==> config.mk <==
export PLATFORM = sky130hd
export DESIGN_NAME = pci_bridge_bus_arbitration
export DESIGN_NICKNAME = d
export VERILOG_FILES = /design/src/bridge_arb_pkg.sv /design/src/pci_bridge_bus_arbitration.sv
export VERILOG_INCLUDE_DIRS = /design/src
export SDC_FILE = /design/constraint.sdc
export NUM_CORES = 1
export LEC_CHECK = 0
export CORE_ASPECT_RATIO = 1.2
export CORE_MARGIN = 4
export CORE_UTILIZATION = 30
export CTS_CLUSTER_DIAMETER = 100
export DETAILED_ROUTE_END_ITERATION = 12
export DONT_BUFFER_PORTS = 1
export PLACE_DENSITY = 0.44
export SLEW_MARGIN = 5
export SYNTH_ARGS = -nofsm -noshare
export SYNTH_HDL_FRONTEND = slang
export SYNTH_SLANG_ARGS = --single-unit
==> constraint.sdc <==
create_clock -name sys_clk -period 8 [get_ports sys_clk]
set_input_delay 0.4 -clock sys_clk [delete_from_list [all_inputs] [get_ports sys_clk]]
set_output_delay 0.4 -clock sys_clk [all_outputs]
set_load 0.1 [all_outputs]
==> src/bridge_arb_cfg.svh <==
// Offsets, field positions, reset values and timing counts for the bridge arbitration block.
`ifndef BRIDGE_ARB_CFG_SVH
`define BRIDGE_ARB_CFG_SVH

`define ARB_NUM_MASTERS 10
`define ARB_BRIDGE_IDX 4'h9
`define ARB_LOW_SLOT 4'hA
`define ARB_HI_SLOTS 11
`define ARB_PRIO_OFFSET 8'h00
`define ARB_STATUS_OFFSET 8'h04
`define ARB_PRIO_RESET 10'h200
`define ST_GNT_IDX_LSB 0
`define ST_GNT_ON_BIT 4
`define ST_EXT_MODE_BIT 5
`define ST_P_REQ_BIT 6
`define ST_P_PARK_BIT 7
`define ST_S_PARK_BIT 8
`define P_BACKOFF_CYCLES 2'h2
`define POST_REQ_DELAY 2'h3
`define S_GNT_TIMEOUT 5'h10

`endif

==> src/bridge_arb_pkg.sv <==
// Types shared by the bridge arbitration block.
package bridge_arb_pkg;

    typedef logic [3:0] master_idx_t;

    typedef enum logic {
        GNT_HOLD,
        GNT_GAP
    } sec_gnt_state_t;

endpackage

==> src/pci_bridge_bus_arbitration.sv <==
// Primary request/park and secondary two-level arbiter with parking for a PCI bridge.
//
// The address map and strobed register access are this design's own decisions.
`timescale 1ns/1ps
`include "bridge_arb_cfg.svh"

// Contract
// - Primary request stays asserted while upstream posted or delayed work is pending.
// - After retry, disconnect or abort, drop primary request for two clocks; the code holds it high for three.
// - Posted write raises primary request a few clocks after device select.
// - Delayed request waits until fully queued, retried, and at queue head.
// - Primary grant while requesting starts the transaction next clock.
// - Park primary only with grant, no own request, and idle bus.
// - Parked with work to start, assert frame next clock if grant was held.
// - Primary grant removed releases address, command and parity drivers next clock.
// - Parking drives address and command first, parity one clock later.
// - Strap low: internal arbiter for nine external masters plus the bridge.
// - Low group is one slot of the high rotation, rotating evenly inside.
// - Per-master priority bit, 1 high, 0 low; one group means round-robin.
// - After reset all externals low, bridge alone in the high group.
// - Priorities re-evaluated at frame; highest asserted request gets the grant.
// - Previous initiator becomes lowest in its group, its follower highest.
// - Withdraw grant after 16 idle granted clocks with no frame.
// - Idle bus needs one clock gap between grants; busy bus may switch.
// - Strap high: grant output 0 is bridge request, request input 0 its grant.
// - External mode: start the secondary transaction one clock after grant.
// - External mode drives grants 8:1 high; board pulls requests 8:1 high.
// - Internal mode parks at last master; after reset parks at the bridge.
// - External mode parks secondary only with grant, no request, idle bus.
module pci_bridge_bus_arbitration (
    // Clock and reset
    input wire logic sys_clk,
    input wire logic rst_b,
    // Register port
    input wire logic [7:0] reg_addr,
    input wire logic [31:0] reg_wdata,
    input wire logic reg_wr,
    input wire logic reg_rd,
    output logic [31:0] reg_rdata,
    // Upstream queue indications
    input wire logic up_posted_pending,
    input wire logic up_delayed_head_ready,
    input wire logic p_target_term,
    // Downstream queue indication
    input wire logic down_request,
    // Primary bus pins
    output logic primary_req_n,
    input wire logic primary_gnt_n,
    input wire logic primary_frame_n,
    input wire logic primary_irdy_n,
    output logic [31:0] primary_ad_o,
    output logic primary_ad_oe,
    output logic [3:0] primary_cmd_byte_enable_n_o,
    output logic primary_parity_o,
    output logic primary_parity_oe,
    output logic p_start,
    // Secondary bus pins
    input wire logic internal_arbiter_select_strap_n,
    input wire logic [8:0] secondary_req_n,
    output logic [8:0] secondary_gnt_n,
    input wire logic secondary_frame_n,
    input wire logic secondary_initiator_ready_n,
    output logic [31:0] secondary_ad_o,
    output logic secondary_ad_oe,
    output logic [3:0] secondary_cmd_byte_enable_n_o,
    output logic secondary_parity_o,
    output logic secondary_parity_oe,
    output logic s_start
);

    localparam int NPIN = 15;

    // Low group as one slot: high rotation over 10 masters plus the low slot.
    function automatic logic [4:0] pick(input logic [9:0] req, input logic [9:0] prio,
                                        input logic [3:0] last_hi, input logic [3:0] last_lo);
        logic [4:0] res;
        logic lo_any;
        logic hit;
        logic [3:0] j;
        logic cand;
        res = 5'h00;
        lo_any = |(req & ~prio);
        hit = 1'b0;
        for (int k = 1; k <= `ARB_HI_SLOTS; k++) begin
            j = 4'((int'(last_hi) + k) % `ARB_HI_SLOTS);
            cand = (j == `ARB_LOW_SLOT) ? lo_any : (req[j] & prio[j]);
            if (!hit && cand) begin
                hit = 1'b1;
                res = {1'b1, j};
            end
        end
        if (hit && res[3:0] == `ARB_LOW_SLOT) begin
            hit = 1'b0;
            for (int k = 1; k <= `ARB_NUM_MASTERS; k++) begin
                j = 4'((int'(last_lo) + k) % `ARB_NUM_MASTERS);
                if (!hit && req[j] && !prio[j]) begin
                    hit = 1'b1;
                    res = {1'b1, j};
                end
            end
        end
        return res;
    endfunction

    // Pin inputs: three flops and a filter flop, a change counts once stages two and three agree.
    logic [NPIN-1:0] pin_raw;
    logic [NPIN-1:0] pin_s1;
    logic [NPIN-1:0] pin_s2;
    logic [NPIN-1:0] pin_s3;
    logic [NPIN-1:0] pin_f;

    assign pin_raw = {internal_arbiter_select_strap_n, secondary_initiator_ready_n,
                      secondary_frame_n, secondary_req_n, primary_irdy_n,
                      primary_frame_n, primary_gnt_n};

    genvar g;
    generate
        for (g = 0; g < NPIN; g++) begin : g_sync
            always_ff @(posedge sys_clk) begin
                if (!rst_b) begin
                    pin_s1[g] <= 1'b1;
                    pin_s2[g] <= 1'b1;
                    pin_s3[g] <= 1'b1;
                    pin_f[g] <= 1'b1;
                end else begin
                    pin_s1[g] <= pin_raw[g];
                    pin_s2[g] <= pin_s1[g];
                    pin_s3[g] <= pin_s2[g];
                    if (pin_s2[g] == pin_s3[g]) begin
                        pin_f[g] <= pin_s3[g];
                    end
                end
            end
        end
    endgenerate

    logic p_gnt;
    logic p_idle;
    logic [8:0] s_req;
    logic s_frame;
    logic s_busy;
    logic ext_mode;
    assign p_gnt = ~pin_f[0];
    assign p_idle = pin_f[1] & pin_f[2];
    assign s_req = ~pin_f[11:3];
    assign s_frame = ~pin_f[12];
    assign s_busy = ~pin_f[12] | ~pin_f[13];
    assign ext_mode = pin_f[14];

    logic [9:0] prio;
    always_ff @(posedge sys_clk) begin
        if (!rst_b) begin
            prio <= `ARB_PRIO_RESET;
        end else if (reg_wr && reg_addr == `ARB_PRIO_OFFSET) begin
            prio <= reg_wdata[9:0];
        end
    end

    // Primary request.
    logic [1:0] post_cnt;
    logic [1:0] backoff;
    logic p_want;
    logic p_park;
    logic p_park_d;

    always_ff @(posedge sys_clk) begin
        if (!rst_b) begin
            post_cnt <= 2'h0;
        end else if (!up_posted_pending) begin
            post_cnt <= 2'h0;
        end else if (post_cnt != `POST_REQ_DELAY) begin
            // Short delay after the posted write is accepted.
            post_cnt <= post_cnt + 2'h1;
        end
    end

    always_ff @(posedge sys_clk) begin
        if (!rst_b) begin
            backoff <= 2'h0;
        end else if (p_target_term) begin
            backoff <= `P_BACKOFF_CYCLES;
        end else if (backoff != 2'h0) begin
            backoff <= backoff - 2'h1;
        end
    end

    // Delayed work counts only at the queue head.
    assign p_want = (post_cnt == `POST_REQ_DELAY) | up_delayed_head_ready;

    always_ff @(posedge sys_clk) begin
        if (!rst_b) begin
            primary_req_n <= 1'b1;
        end else begin
            primary_req_n <= ~(p_want && backoff == 2'h0 && !p_target_term);
        end
    end

    always_ff @(posedge sys_clk) begin
        if (!rst_b) begin
            p_start <= 1'b0;
        end else begin
            // Parked start needs the grant in the previous clock.
            p_start <= ~primary_req_n & p_gnt & p_idle & ~p_start;
        end
    end

    always_ff @(posedge sys_clk) begin
        if (!rst_b) begin
            p_park <= 1'b0;
            p_park_d <= 1'b0;
        end else begin
            // Grant removal releases on the next clock.
            p_park <= p_gnt & primary_req_n & p_idle;
            p_park_d <= p_park;
        end
    end

    assign primary_ad_oe = p_park;
    assign primary_ad_o = 32'h00000000;
    assign primary_cmd_byte_enable_n_o = 4'h0;
    // Parity enable trails by a clock.
    assign primary_parity_oe = p_park & p_park_d;

    always_ff @(posedge sys_clk) begin
        if (!rst_b) begin
            primary_parity_o <= 1'b0;
        end else begin
            // Even parity of last clock's drive.
            primary_parity_o <= ^{primary_ad_o, primary_cmd_byte_enable_n_o};
        end
    end

    // Secondary internal arbiter.
    bridge_arb_pkg::master_idx_t cur;
    bridge_arb_pkg::master_idx_t last_hi;
    bridge_arb_pkg::master_idx_t last_lo;
    bridge_arb_pkg::sec_gnt_state_t gstate;
    logic gnt_on;
    logic frame_d;
    logic [4:0] idle_cnt;
    logic [9:0] all_req;
    logic [4:0] win;
    logic frame_rise;
    logic timeout;

    // Nine external requests plus the bridge.
    assign all_req = {down_request, s_req};
    assign win = pick(all_req, prio, last_hi, last_lo);
    assign frame_rise = s_frame & ~frame_d;
    assign timeout = gnt_on && idle_cnt == `S_GNT_TIMEOUT;

    always_ff @(posedge sys_clk) begin
        if (!rst_b) begin
            frame_d <= 1'b0;
        end else begin
            frame_d <= s_frame;
        end
    end

    always_ff @(posedge sys_clk) begin
        if (!rst_b || !gnt_on || s_busy || !all_req[cur]) begin
            idle_cnt <= 5'h00;
        end else if (idle_cnt != `S_GNT_TIMEOUT) begin
            idle_cnt <= idle_cnt + 5'h01;
        end
    end

    // Rotation pointers move at each new frame; a timed-out master is treated as served,
    // so the same request wins the very next evaluation only when no other request is asserted.
    always_ff @(posedge sys_clk) begin
        if (!rst_b) begin
            last_hi <= `ARB_BRIDGE_IDX;
            last_lo <= `ARB_BRIDGE_IDX;
        end else if ((frame_rise || timeout) && !ext_mode) begin
            // Initiator drops to last in its group.
            if (prio[cur]) begin
                last_hi <= cur;
            end else begin
                last_hi <= `ARB_LOW_SLOT;
                last_lo <= cur;
            end
        end
    end

    always_ff @(posedge sys_clk) begin
        if (!rst_b) begin
            // Parked at the bridge after reset.
            cur <= `ARB_BRIDGE_IDX;
            gnt_on <= 1'b1;
            gstate <= bridge_arb_pkg::GNT_HOLD;
        end else begin
            unique case (gstate)
                bridge_arb_pkg::GNT_HOLD: begin
                    if (timeout) begin
                        gnt_on <= 1'b0;
                        gstate <= bridge_arb_pkg::GNT_GAP;
                    end else if (win[4] && (win[3:0] != cur || !gnt_on)) begin
                        if (s_busy && gnt_on) begin
                            // Busy bus switches in one clock.
                            cur <= win[3:0];
                        end else begin
                            // Idle bus leaves a dead clock.
                            gnt_on <= 1'b0;
                            gstate <= bridge_arb_pkg::GNT_GAP;
                        end
                    end
                end
                bridge_arb_pkg::GNT_GAP: begin
                    // Without requests the last owner keeps the park.
                    if (win[4]) begin
                        cur <= win[3:0];
                    end
                    gnt_on <= 1'b1;
                    gstate <= bridge_arb_pkg::GNT_HOLD;
                end
            endcase
        end
    end

    logic own_gnt;
    logic s_park;
    logic s_park_d;

    always_ff @(posedge sys_clk) begin
        if (!rst_b) begin
            secondary_gnt_n <= 9'h1FF;
        end else if (ext_mode) begin
            // Grant 0 becomes the bridge request.
            secondary_gnt_n <= {8'hFF, ~down_request};
        end else begin
            for (int i = 0; i < 9; i++) begin
                secondary_gnt_n[i] <= ~(gnt_on && cur == 4'(i));
            end
        end
    end

    // Request input 0 becomes the bridge grant.
    assign own_gnt = ext_mode ? s_req[0] : (gnt_on && cur == `ARB_BRIDGE_IDX);

    always_ff @(posedge sys_clk) begin
        if (!rst_b) begin
            s_start <= 1'b0;
        end else begin
            // Start one clock after the grant.
            s_start <= down_request & own_gnt & ~s_busy & ~s_start &
                       (ext_mode ? ~secondary_gnt_n[0] : 1'b1);
        end
    end

    always_ff @(posedge sys_clk) begin
        if (!rst_b) begin
            s_park <= 1'b0;
            s_park_d <= 1'b0;
        end else begin
            // Park only with grant, no request, idle bus.
            s_park <= own_gnt & ~down_request & ~s_busy;
            s_park_d <= s_park;
        end
    end

    assign secondary_ad_oe = s_park;
    assign secondary_ad_o = 32'h00000000;
    assign secondary_cmd_byte_enable_n_o = 4'h0;
    // Parity enable trails by a clock.
    assign secondary_parity_oe = s_park & s_park_d;

    always_ff @(posedge sys_clk) begin
        if (!rst_b) begin
            secondary_parity_o <= 1'b0;
        end else begin
            // Even parity of last clock's drive.
            secondary_parity_o <= ^{secondary_ad_o, secondary_cmd_byte_enable_n_o};
        end
    end

    // Read data: one cycle after the read strobe, zero for unmapped addresses.
    always_ff @(posedge sys_clk) begin
        if (!rst_b) begin
            reg_rdata <= 32'h00000000;
        end else if (reg_rd && reg_addr == `ARB_PRIO_OFFSET) begin
            reg_rdata <= {22'h000000, prio};
        end else if (reg_rd && reg_addr == `ARB_STATUS_OFFSET) begin
            reg_rdata <= 32'h00000000;
            reg_rdata[`ST_GNT_IDX_LSB +: 4] <= cur;
            reg_rdata[`ST_GNT_ON_BIT] <= gnt_on;
            reg_rdata[`ST_EXT_MODE_BIT] <= ext_mode;
            reg_rdata[`ST_P_REQ_BIT] <= ~primary_req_n;
            reg_rdata[`ST_P_PARK_BIT] <= p_park;
            reg_rdata[`ST_S_PARK_BIT] <= s_park;
        end else begin
            reg_rdata <= 32'h00000000;
        end
    end

endmodule

# Word-level counts from Yosys, hierarchy flattened
# Index checks and enable logic that the tools add are counted.
# Widths: inputs -> output; s select.
# word_totals
register_bits,142
input_bits,63
output_inout_bits,122
elab_cells,523
# classes
reduce_logical,101
div,21
n_lt_le_gt_ge,22
mux,171
bitwise_logic,54
addsub,24
n_eq_ne,48
# op_table
op,count
$mod 32x5->32 const B,21
$bmux 1 s4,44
$lt 4x5->1 const B,22
$mux 5,22
$mux 1,93
$eq 4x4->1 const B,14
$logic_and 1x1->1,49
$add 4x3->5 const B,8
$add 4x4->5 const B,7
$logic_not 1->1,34
$and 1x1->1,26
$not 1->1,23
$add 4x2->5 const B,4
$mux 4,5
$eq 4x3->1 const B,4
$eq 1x1->1,15
$add 4x1->5 const B,2
$and 10x10->10,1
$mux 10,1
$not 10->10,1
$reduce_or 10->1,1
$mux 9,1
$not 9->9,1
$eq 4x2->1 const B,2
24 further kinds,40

# Longest topological paths before layout
# Gate-level depths: netlist of run 1.
# depth
word_depth,91
mapped_depth,31
depth_no_buf,24

# Worst setup path before layout of run 1
# Ideal clock, no wire load.
# synth_timing
path_type,reg-to-reg
startpoint,reg last_hi[0]
endpoint,reg cur[1]
stages_incl_launch_ff,30
arrival_time_ns,6.821
path_buffers,7
required_time_ns,7.928
path_slack_ns,1.107
setup_ns,0.072
period_less_slack_ns,6.893
cell_sequence,dfxtp_1 buf_4 buf_6 inv_2 clkbuf_1 buf_2 ha_1 buf_2 inv_1 clkbuf_1 ha_1 nor2b_1 mux2_2 mux2i_1 nor2_2 clkinv_2 ha_1 clkbuf_1 o21ai_0 mux4_2 or3b_4 nand3_1 a21boi_0 o31a_1 or3_4 a311oi_1 xnor2_1 nand3_1 o41ai_2 mux2i_1
# synth_between
elab_chain_len,53
elab_cells_between_ends,165
classes_between,add/sub: 11; div: 11; eq/ne: 15; mux: 93; bitwise: 11; reduce/logical: 24
# synth_rtl
item,line_no,text
start: declaration,pci_bridge_bus_arbitration.sv:235,bridge_arb_pkg::master_idx_t last_hi;
start signal: assignment,pci_bridge_bus_arbitration.sv:272,last_hi <= `ARB_BRIDGE_IDX;
start signal: assignment,pci_bridge_bus_arbitration.sv:277,last_hi <= cur;
start signal: assignment,pci_bridge_bus_arbitration.sv:279,last_hi <= `ARB_LOW_SLOT;
$add 4x1->5,pci_bridge_bus_arbitration.sv:85,j = 4'((int'(last_hi) + k) % `ARB_HI_SLOTS);
$mod 32x5->32 (no line),-,
$bmux 1 s4,pci_bridge_bus_arbitration.sv:86,cand = (j == `ARB_LOW_SLOT) ? lo_any : (req[j] & prio[j]);
$mux 1 (not written as such),pci_bridge_bus_arbitration.sv:86,
$and 1x1->1,pci_bridge_bus_arbitration.sv:86,
$mux 1,pci_bridge_bus_arbitration.sv:86,
$mux 1,pci_bridge_bus_arbitration.sv:87,if (!hit && cand) begin
$logic_not 1->1,pci_bridge_bus_arbitration.sv:87,
[28 not listed],-,
$mux 5,pci_bridge_bus_arbitration.sv:87,
$mux 5 (10 in series),pci_bridge_bus_arbitration.sv:96,if (!hit && req[j] && !prio[j]) begin
$mux 5 (*),pci_bridge_bus_arbitration.sv:92,if (hit && res[3:0] == `ARB_LOW_SLOT) begin
$ne 4x4->1,pci_bridge_bus_arbitration.sv:297,end else if (win[4] && (win[3:0] != cur || !gnt_on)) begin
$logic_or 1x1->1,pci_bridge_bus_arbitration.sv:297,
$logic_and 1x1->1,pci_bridge_bus_arbitration.sv:297,
$ne 2x2->1 (no line),-,
$reduce_and 4->1 (no line),-,
end signal: assignment,pci_bridge_bus_arbitration.sv:288,cur <= `ARB_BRIDGE_IDX;
end signal: assignment,pci_bridge_bus_arbitration.sv:300,cur <= win[3:0];
end signal: assignment,pci_bridge_bus_arbitration.sv:311,cur <= win[3:0];
end: declaration,pci_bridge_bus_arbitration.sv:234,bridge_arb_pkg::master_idx_t cur;
# Mark *: on every way between the ends. The rest lies on a longest branch, timed or not. The select of a mux whose other input is x is not followed.
# A chain may end at the register's enable or synchronous reset.

# Final worst setup path of run 1
# layout_timing
startpoint,reg last_hi[3]
endpoint,reg cur[1]
# The elaborated chain is that of the path after synthesis.

==> impl_metrics.ini, run 1 <==
[final_layout]
postLayoutCellArea_sq_mm = 0.0165
nFillCells = 5651
antennaDiodeCount = 0
multi_input_area_sq_mm = 0.0120
syn_to_final_growth_pct = 5.55
drive_above_1_share = 0.103
finalNetCount = 2124
layoutNonFillerInstCount = 2689
regArea_sq_mm = 0.00241

[timing]
setup_tns_ps = 0
setup_viol = 0
fmax_mhz = 141
min_period_ps = 7100
min_period_over_period = 0.888
finalHoldViolCount = 0
clock_skew_ps = 9.37
max-slew-margin-rel = 0.226
rsz0062_at_grt = false
tightestPinTransition_ps = 1160
finalMaxSlewViolations = 0
setup_ws_ps = 896

[route]
ant_nets = 0
via_per_inst = 5.70
wl_mm = 54.4
routedWlPerCell_um = 20.2
dr.pass1.iters = 6
route.detailed.drc = 0
num_vias = 15326
dr.first_iter.drc_count = 1127

[clock_tree]
clkTransAtPathRegs_ps = 60
clk_latency_ps = 410
cts_setup_buffers = 0
cts_hold_repair.buffers = 0
cts_tree = built
cts_inserted_buffers = 17
clockBufferDepth = 2
cts-root-buf = clkbuf_16
cts.sinks = 120
cts_resized = 0
cts_max_level = 4

[setup_path]
critPathArrivalTime_ps = 7440
crit_type = register to register
required_ps = 8340
cp_max_fo = 23
slowest_delay_ps = 600
rr_endpoint = cur[1]$_SDFFE_PN0P_
end_kind = register
cp_cell_sequence = buf_12, ha_1, a21oi_1, a21oi_1, xnor2_1, ha_1, or4_1, a32oi_2, mux2i_4, mux2i_1, a221oi_1, a211oi_2, a211oi_4, a21boi_0, o31a_1, or3_4, a311oi_1, xnor2_1, nand3_1, o41ai_2, mux2i_1
crit_slowest_cell = or4_1
startpoint = last_hi[3]$_SDFFE_PN1P_
crit_end = cur[1]$_SDFFE_PN0P_
r2r-start = last_hi[3]$_SDFFE_PN1P_
rr_worst_depth = 21
reg2reg_slack_ps = 900
start_kind = register

[global_route]
grtUsageTotal = 0.185
grt_start_max_net_pins = 79
grt_pass1_vias = 14332
antenna_found_initial = 0
overflow = 0
grt_pass1_wl_mm = 83.4

[synthesis]
syn_inst = 2047
synth_seq_cells = 120
postSynthAreaPerCell_sq_um = 7.63
synth_edf_count = 0
synth_ff_type = dfxtp_1
ys_types = 124
yosysSeqAreaShare = 0.154
synth_area_sq_mm = 0.0156
yosysWarnings = 0
synthArstFlopShare = 0

[place]
port_buffers = 0
pre_cts_slack_ps = 939
place_area_sq_mm = 0.0159
hpwl_mm = 40.6
gp_congestion = 0.929
place_inst = 2657

[floorplanning]
start_util = 0.304
die_area_sq_mm = 0.0558
row_count = 91
dieHeight_um = 258
ios = 185
die_w_um = 216
core_area_sq_mm = 0.0515

[pwr]
power_frac_seq = 0.379
power_density_mw_per_mm2 = 100
p_total_w = 0.00165
leakage_nw = 6.33
p_switching_w = 0.000538
peakVddDrop_v = 0.000144
switching_share = 0.326
p_int_w = 0.00111
p_clk_frac = 0.467
share_comb_of_total_power = 0.153

[status]
status = complete, no violations

[run]
maxCapViolCount = 0

[worst_hold_path]
hold_class = primary input to register
flip-flops by register name, indices dropped and copies added (netlist names), 2 cells and up:
| signal | count |
|---|---|
| pin_s2 | 15 |
| idle_cnt | 5 |
| pin_s3 | 15 |
| last_lo | 4 |
| backoff | 2 |
| secondary_gnt_n | 9 |
| prio | 10 |
| cur | 4 |
| last_hi | 4 |
| pin_s1 | 15 |
| pin_f | 14 |
| reg_rdata | 10 |
| post_cnt | 2 |
cell usage after synthesis (46+ instances only):
master	n	area [sq um]
a21oi_1	134	671
nor2_1	203	762
nand3_1	58	290
ha_1	82	1030
dfxtp_1	120	2400
nand2b_1	89	557
nand2_1	134	503
buf_4	105	788
nor3_1	46	230
mux2i_1	91	911
clkbuf_1	85	319
o21ai_0	93	465
inv_1	64	240
worst max-delay path: cells and delay by family (launching register included):
family | cells | cell delay (ps)
AO/OA/AOI/OAI | 10 | 3020
XOR/XNOR | 2 | 440
adder cells (fa/ha/maj) | 2 | 570
buffers and inverters | 1 | 310
flip-flops | 1 | 580
multiplexers | 3 | 1000
AND/OR/NAND/NOR | 3 | 1120
power by group through the flow:
stage | registers (W) | logic (W) | clock network (W)
final | 0.000626 | 0.000253 | 0.000771
after detailed placement | 0.000639 | 0.000251 | 0
after floorplan | 0.000632 | 0.000285 | 0
after CTS | 0.000626 | 0.000252 | 0.000788
after global placement | 0.000638 | 0.000251 | 0
after global routing | 0.000627 | 0.000261 | 0.000816
cells in the final DEF (no fill, tap or decap), drive strengths merged, types with 44 or more instances in the layout:
cell type,n
a211oi,44
nand3,59
a21oi,140
nand2b,89
conb,96
mux2i,93
ha,82
dfxtp,120
inv,75
buf,44
xnor2,45
nor2,204
o21ai,100
nor3,47
nand2,135
worst min-delay path by stage:
| stage | startpoint | depth (start not counted) | endpoint | slack, ps |
|---|---|---|---|---|
| floorplan | pin_s1[0]$_SDFF_PN1_ | 1 | pin_s2[0]$_SDFF_PN1_ | 390 |
| global placement | pin_s1[8]$_SDFF_PN1_ | 1 | pin_s2[8]$_SDFF_PN1_ | 390 |
| detailed placement | pin_s1[9]$_SDFF_PN1_ | 1 | pin_s2[9]$_SDFF_PN1_ | 390 |
| CTS | p_target_term | 1 | backoff[0]$_SDFFE_PP0P_ | 40 |
| global route | p_target_term | 1 | backoff[0]$_SDFFE_PP0P_ | 40 |
| finish | p_target_term | 1 | backoff[0]$_SDFFE_PP0P_ | 60 |
per-layer routing:
layer | global-route usage | part of all wire
met5 | 0 | 0
met4 | 0.0670 | 0.035
met3 | 0.0169 | 0.045
met2 | 0.325 | 0.49
met1 | 0.235 | 0.43
cells by family after synthesis:
logic type | after synthesis | share of synthesized area
xor+xnor | 59 | 0.0386
other cells | 1 | 0.000240
buf+inv | 301 | 0.102
simple gates | 716 | 0.235
fa+ha+maj | 85 | 0.0676
flops | 120 | 0.154
compound gates | 630 | 0.294
mux | 135 | 0.108
area by class of cell:
class                           instances  share of cell area
Multi-Input combinational cell       1721               0.727
Sequential cell                       120               0.146
Tap cell                              697              0.0529
Clock buffer                           18              0.0266
Timing Repair Buffer                   44              0.0208
Inverter                               75              0.0173
Clock inverter                         14             0.00994
metrics by stage:
step                      hold WS [ps]  utilization
after CTS                         35.9        0.320
after detailed placement           393        0.309
final                             56.3        0.320
after global placement             389        0.309
after global routing              36.6        0.320
after floorplan                    386            -
No activity file was read; power rests on OpenSTA's default activity.
==> inputs of run 2 (changes only) <==
Settings changed: ABC_AREA set to 1.
==> run 2 against run 1 <==
Wire length fell by 32%. Clock power fell by 2.9%. Synthesized area fell by 20%. First-iteration DRC count fell by 44%. Core utilization rose by 0.43 points. Final cell count fell by 6.4%. Maximum frequency rose by 13%. Sequential share of layout area rose by 3.5 points. Combinational power rose by 2%. Critical path type unchanged. Clock skew barely moved.
==> impl_metrics.ini, run 2 <==
[synthesis]
postSynthAreaPerCell_sq_um = 6.33
syn_inst = 1974
ys_types = 63
synth_top_cell_area_share = 0.192
synth_seq_cells = 120
yosysSeqAreaShare = 0.192
synth_common_cells = nand2_1, inv_1, nand3_1, nor2_1, o21ai_0
synth.most_common_cell = nand2_1
synthTopCellsByArea = dfxtp_1, nand2_1, ha_1, inv_1, buf_4
yosysTopAreaCell = dfxtp_1
synthArstFlopShare = 0
yosysWarnings = 0
synth_area_sq_mm = 0.0125
synth_ff_type = dfxtp_1
synth_edf_count = 0

[worst_hold_path]
hold_class = primary input to register

[route]
via_per_inst = 4.75
ant_nets = 0
dr.pass1.iters = 5
dr.first_iter.drc_count = 636
routedWlPerCell_um = 14.8
wl_mm = 37.1
route.detailed.drc = 0
num_vias = 11961

[floorplanning]
ios = 185
die_w_um = 194
dieHeight_um = 232
die_area_sq_mm = 0.0450
start_util = 0.305
row_count = 81
core_area_sq_mm = 0.0409

[timing]
tightestPinTransition_ps = 1090
max-slew-margin-rel = 0.274
setup_tns_ps = 0
fmax_mhz = 159
rsz0062_at_grt = false
min_period_over_period = 0.784
setup_ws_ps = 1730
setup_viol = 0
finalMaxSlewViolations = 0
min_period_ps = 6270
finalHoldViolCount = 0
clock_skew_ps = 9.15

[setup_path]
cp_common_cell = nand2_1
slowest_delay_ps = 610
crit_type = register to register
start_kind = register
end_kind = register
crit_slowest_cell = ha_1
cp_max_fo = 14
required_ps = 8310
critPathArrivalTime_ps = 6580

[clock_tree]
cts_hold_repair.buffers = 0
cts_inserted_buffers = 17
cts-root-buf = clkbuf_16
cts_tree = built
clockBufferDepth = 2
cts.sinks = 120
cts_max_level = 4
cts_setup_buffers = 0
clk_latency_ps = 410
cts_resized = 0
clkTransAtPathRegs_ps = 60

[place]
hpwl_mm = 29.9
port_buffers = 0
gp_congestion = 0.897
place_inst = 2486
pre_cts_slack_ps = 1760

[final_layout]
finalNetCount = 2111
final_cell_mix = nand2_1, inv_1, nand3_1, nor2_1, o21ai_0
drive_above_1_share = 0.118
multi_input_area_sq_mm = 0.00839
nFillCells = 4570
layoutNonFillerInstCount = 2518
regArea_sq_mm = 0.00240
antennaDiodeCount = 0
reg_top3 = pin_s1 x15, pin_s2 x15, pin_s3 x15
utilization = 0.325
syn_to_final_growth_pct = 6.46
layout_commonest_cell = nand2_1

[global_route]
grtUsageTotal = 0.160
antenna_found_initial = 0
overflow = 0
grt_pass1_wl_mm = 58.9
grt_start_max_net_pins = 77
grt_pass1_vias = 10855

[pwr]
switching_share = 0.325
p_switching_w = 0.000530
share_comb_of_total_power = 0.157
p_clk_frac = 0.459
peakVddDrop_v = 0.000142
power_frac_seq = 0.384
p_int_w = 0.00110
leakage_nw = 6.81
power_density_mw_per_mm2 = 123

[run]
maxCapViolCount = 0

[status]
status = complete, no violations
run 2: cell types whose count changed after synthesis, moves of 39 or more:
cell and change:
mux2i_1 -91, inv_1 +199, or2_2 +40, nand2b_1 -89, o21ai_1 +42, nor2_1 -71, nand2_1 +297, nand2_2 +39
nand3_1 +77, clkbuf_1 -64
run 2: layout make-up:
| class | instances | area share |
|---|---|---|
| Timing Repair Buffer | 13 | 0.00734 |
| Clock inverter | 13 | 0.0108 |
| Clock buffer | 19 | 0.0333 |
| Inverter | 304 | 0.0858 |
| Sequential cell | 120 | 0.181 |
| Tap cell | 539 | 0.0507 |
| Multi-Input combinational cell | 1510 | 0.631 |
run 2: power groups by stage:
stage | Clock (W) | Sequential (W) | Combinational (W)
after global routing | 0.000803 | 0.000629 | 0.000269
final | 0.000749 | 0.000627 | 0.000257
after floorplan | 0 | 0.000635 | 0.000282
after CTS | 0.000773 | 0.000627 | 0.000256
after detailed placement | 0 | 0.000640 | 0.000256
after global placement | 0 | 0.000640 | 0.000256
run 2: kinds of logic (layout without fill, tap and decap cells):
logic type	count (synthesis)	after routing	synth area share
AO/OA/AOI/OAI	386	386	0.181
buffers and inverters	439	349	0.164
other	1	96	0.000300
flip-flops	120	120	0.192
XOR/XNOR	65	65	0.0507
AND/OR/NAND/NOR	881	881	0.329
adder cells (fa/ha/maj)	82	82	0.0821
run 2: metal layers:
layer  global-route usage  vias to the layer above  wire length (um)
li1                     -                     6203                 -
met1                0.200                     5465             16500
met2                0.293                      252             18700
met3               0.0174                       41              1280
met4               0.0402                        0               750
met5                    0                        -                 0
run 2: path summary, 6_finish.rpt:
kind                           start                 endpoint  slack (ps)  cells past startpoint
max          last_hi[1]$_SDFFE_PN0P_      cur[2]$_SDFFE_PN0P_        1730                     42
min                    p_target_term  backoff[0]$_SDFFE_PP0P_          60                      1
max reg2reg  last_hi[1]$_SDFFE_PN0P_      cur[2]$_SDFFE_PN0P_        1730                     42
min reg2reg     pin_s1[3]$_SDFF_PN1_     pin_s2[3]$_SDFF_PN1_         410                      1
run 2: worst max-delay path: cells and delay by family (launching register included):
family                   cells  cell delay, ps
AO/OA/AOI/OAI                2             490
XOR/XNOR                     1             260
adder cells (fa/ha/maj)      3            1070
buffers and inverters        8            1090
flip-flops                   1             300
AND/OR/NAND/NOR             28            2950
run 2: stage by stage:
step                total power (W)  hold WS, ps  cell area [sq um]
detailed placement         0.000896          397              12700
global placement           0.000895          395              12700
global route                0.00170         35.5              13300
floorplan                  0.000917          393              12800
finish                      0.00163         61.6              13300
CTS                         0.00166         36.3              13300
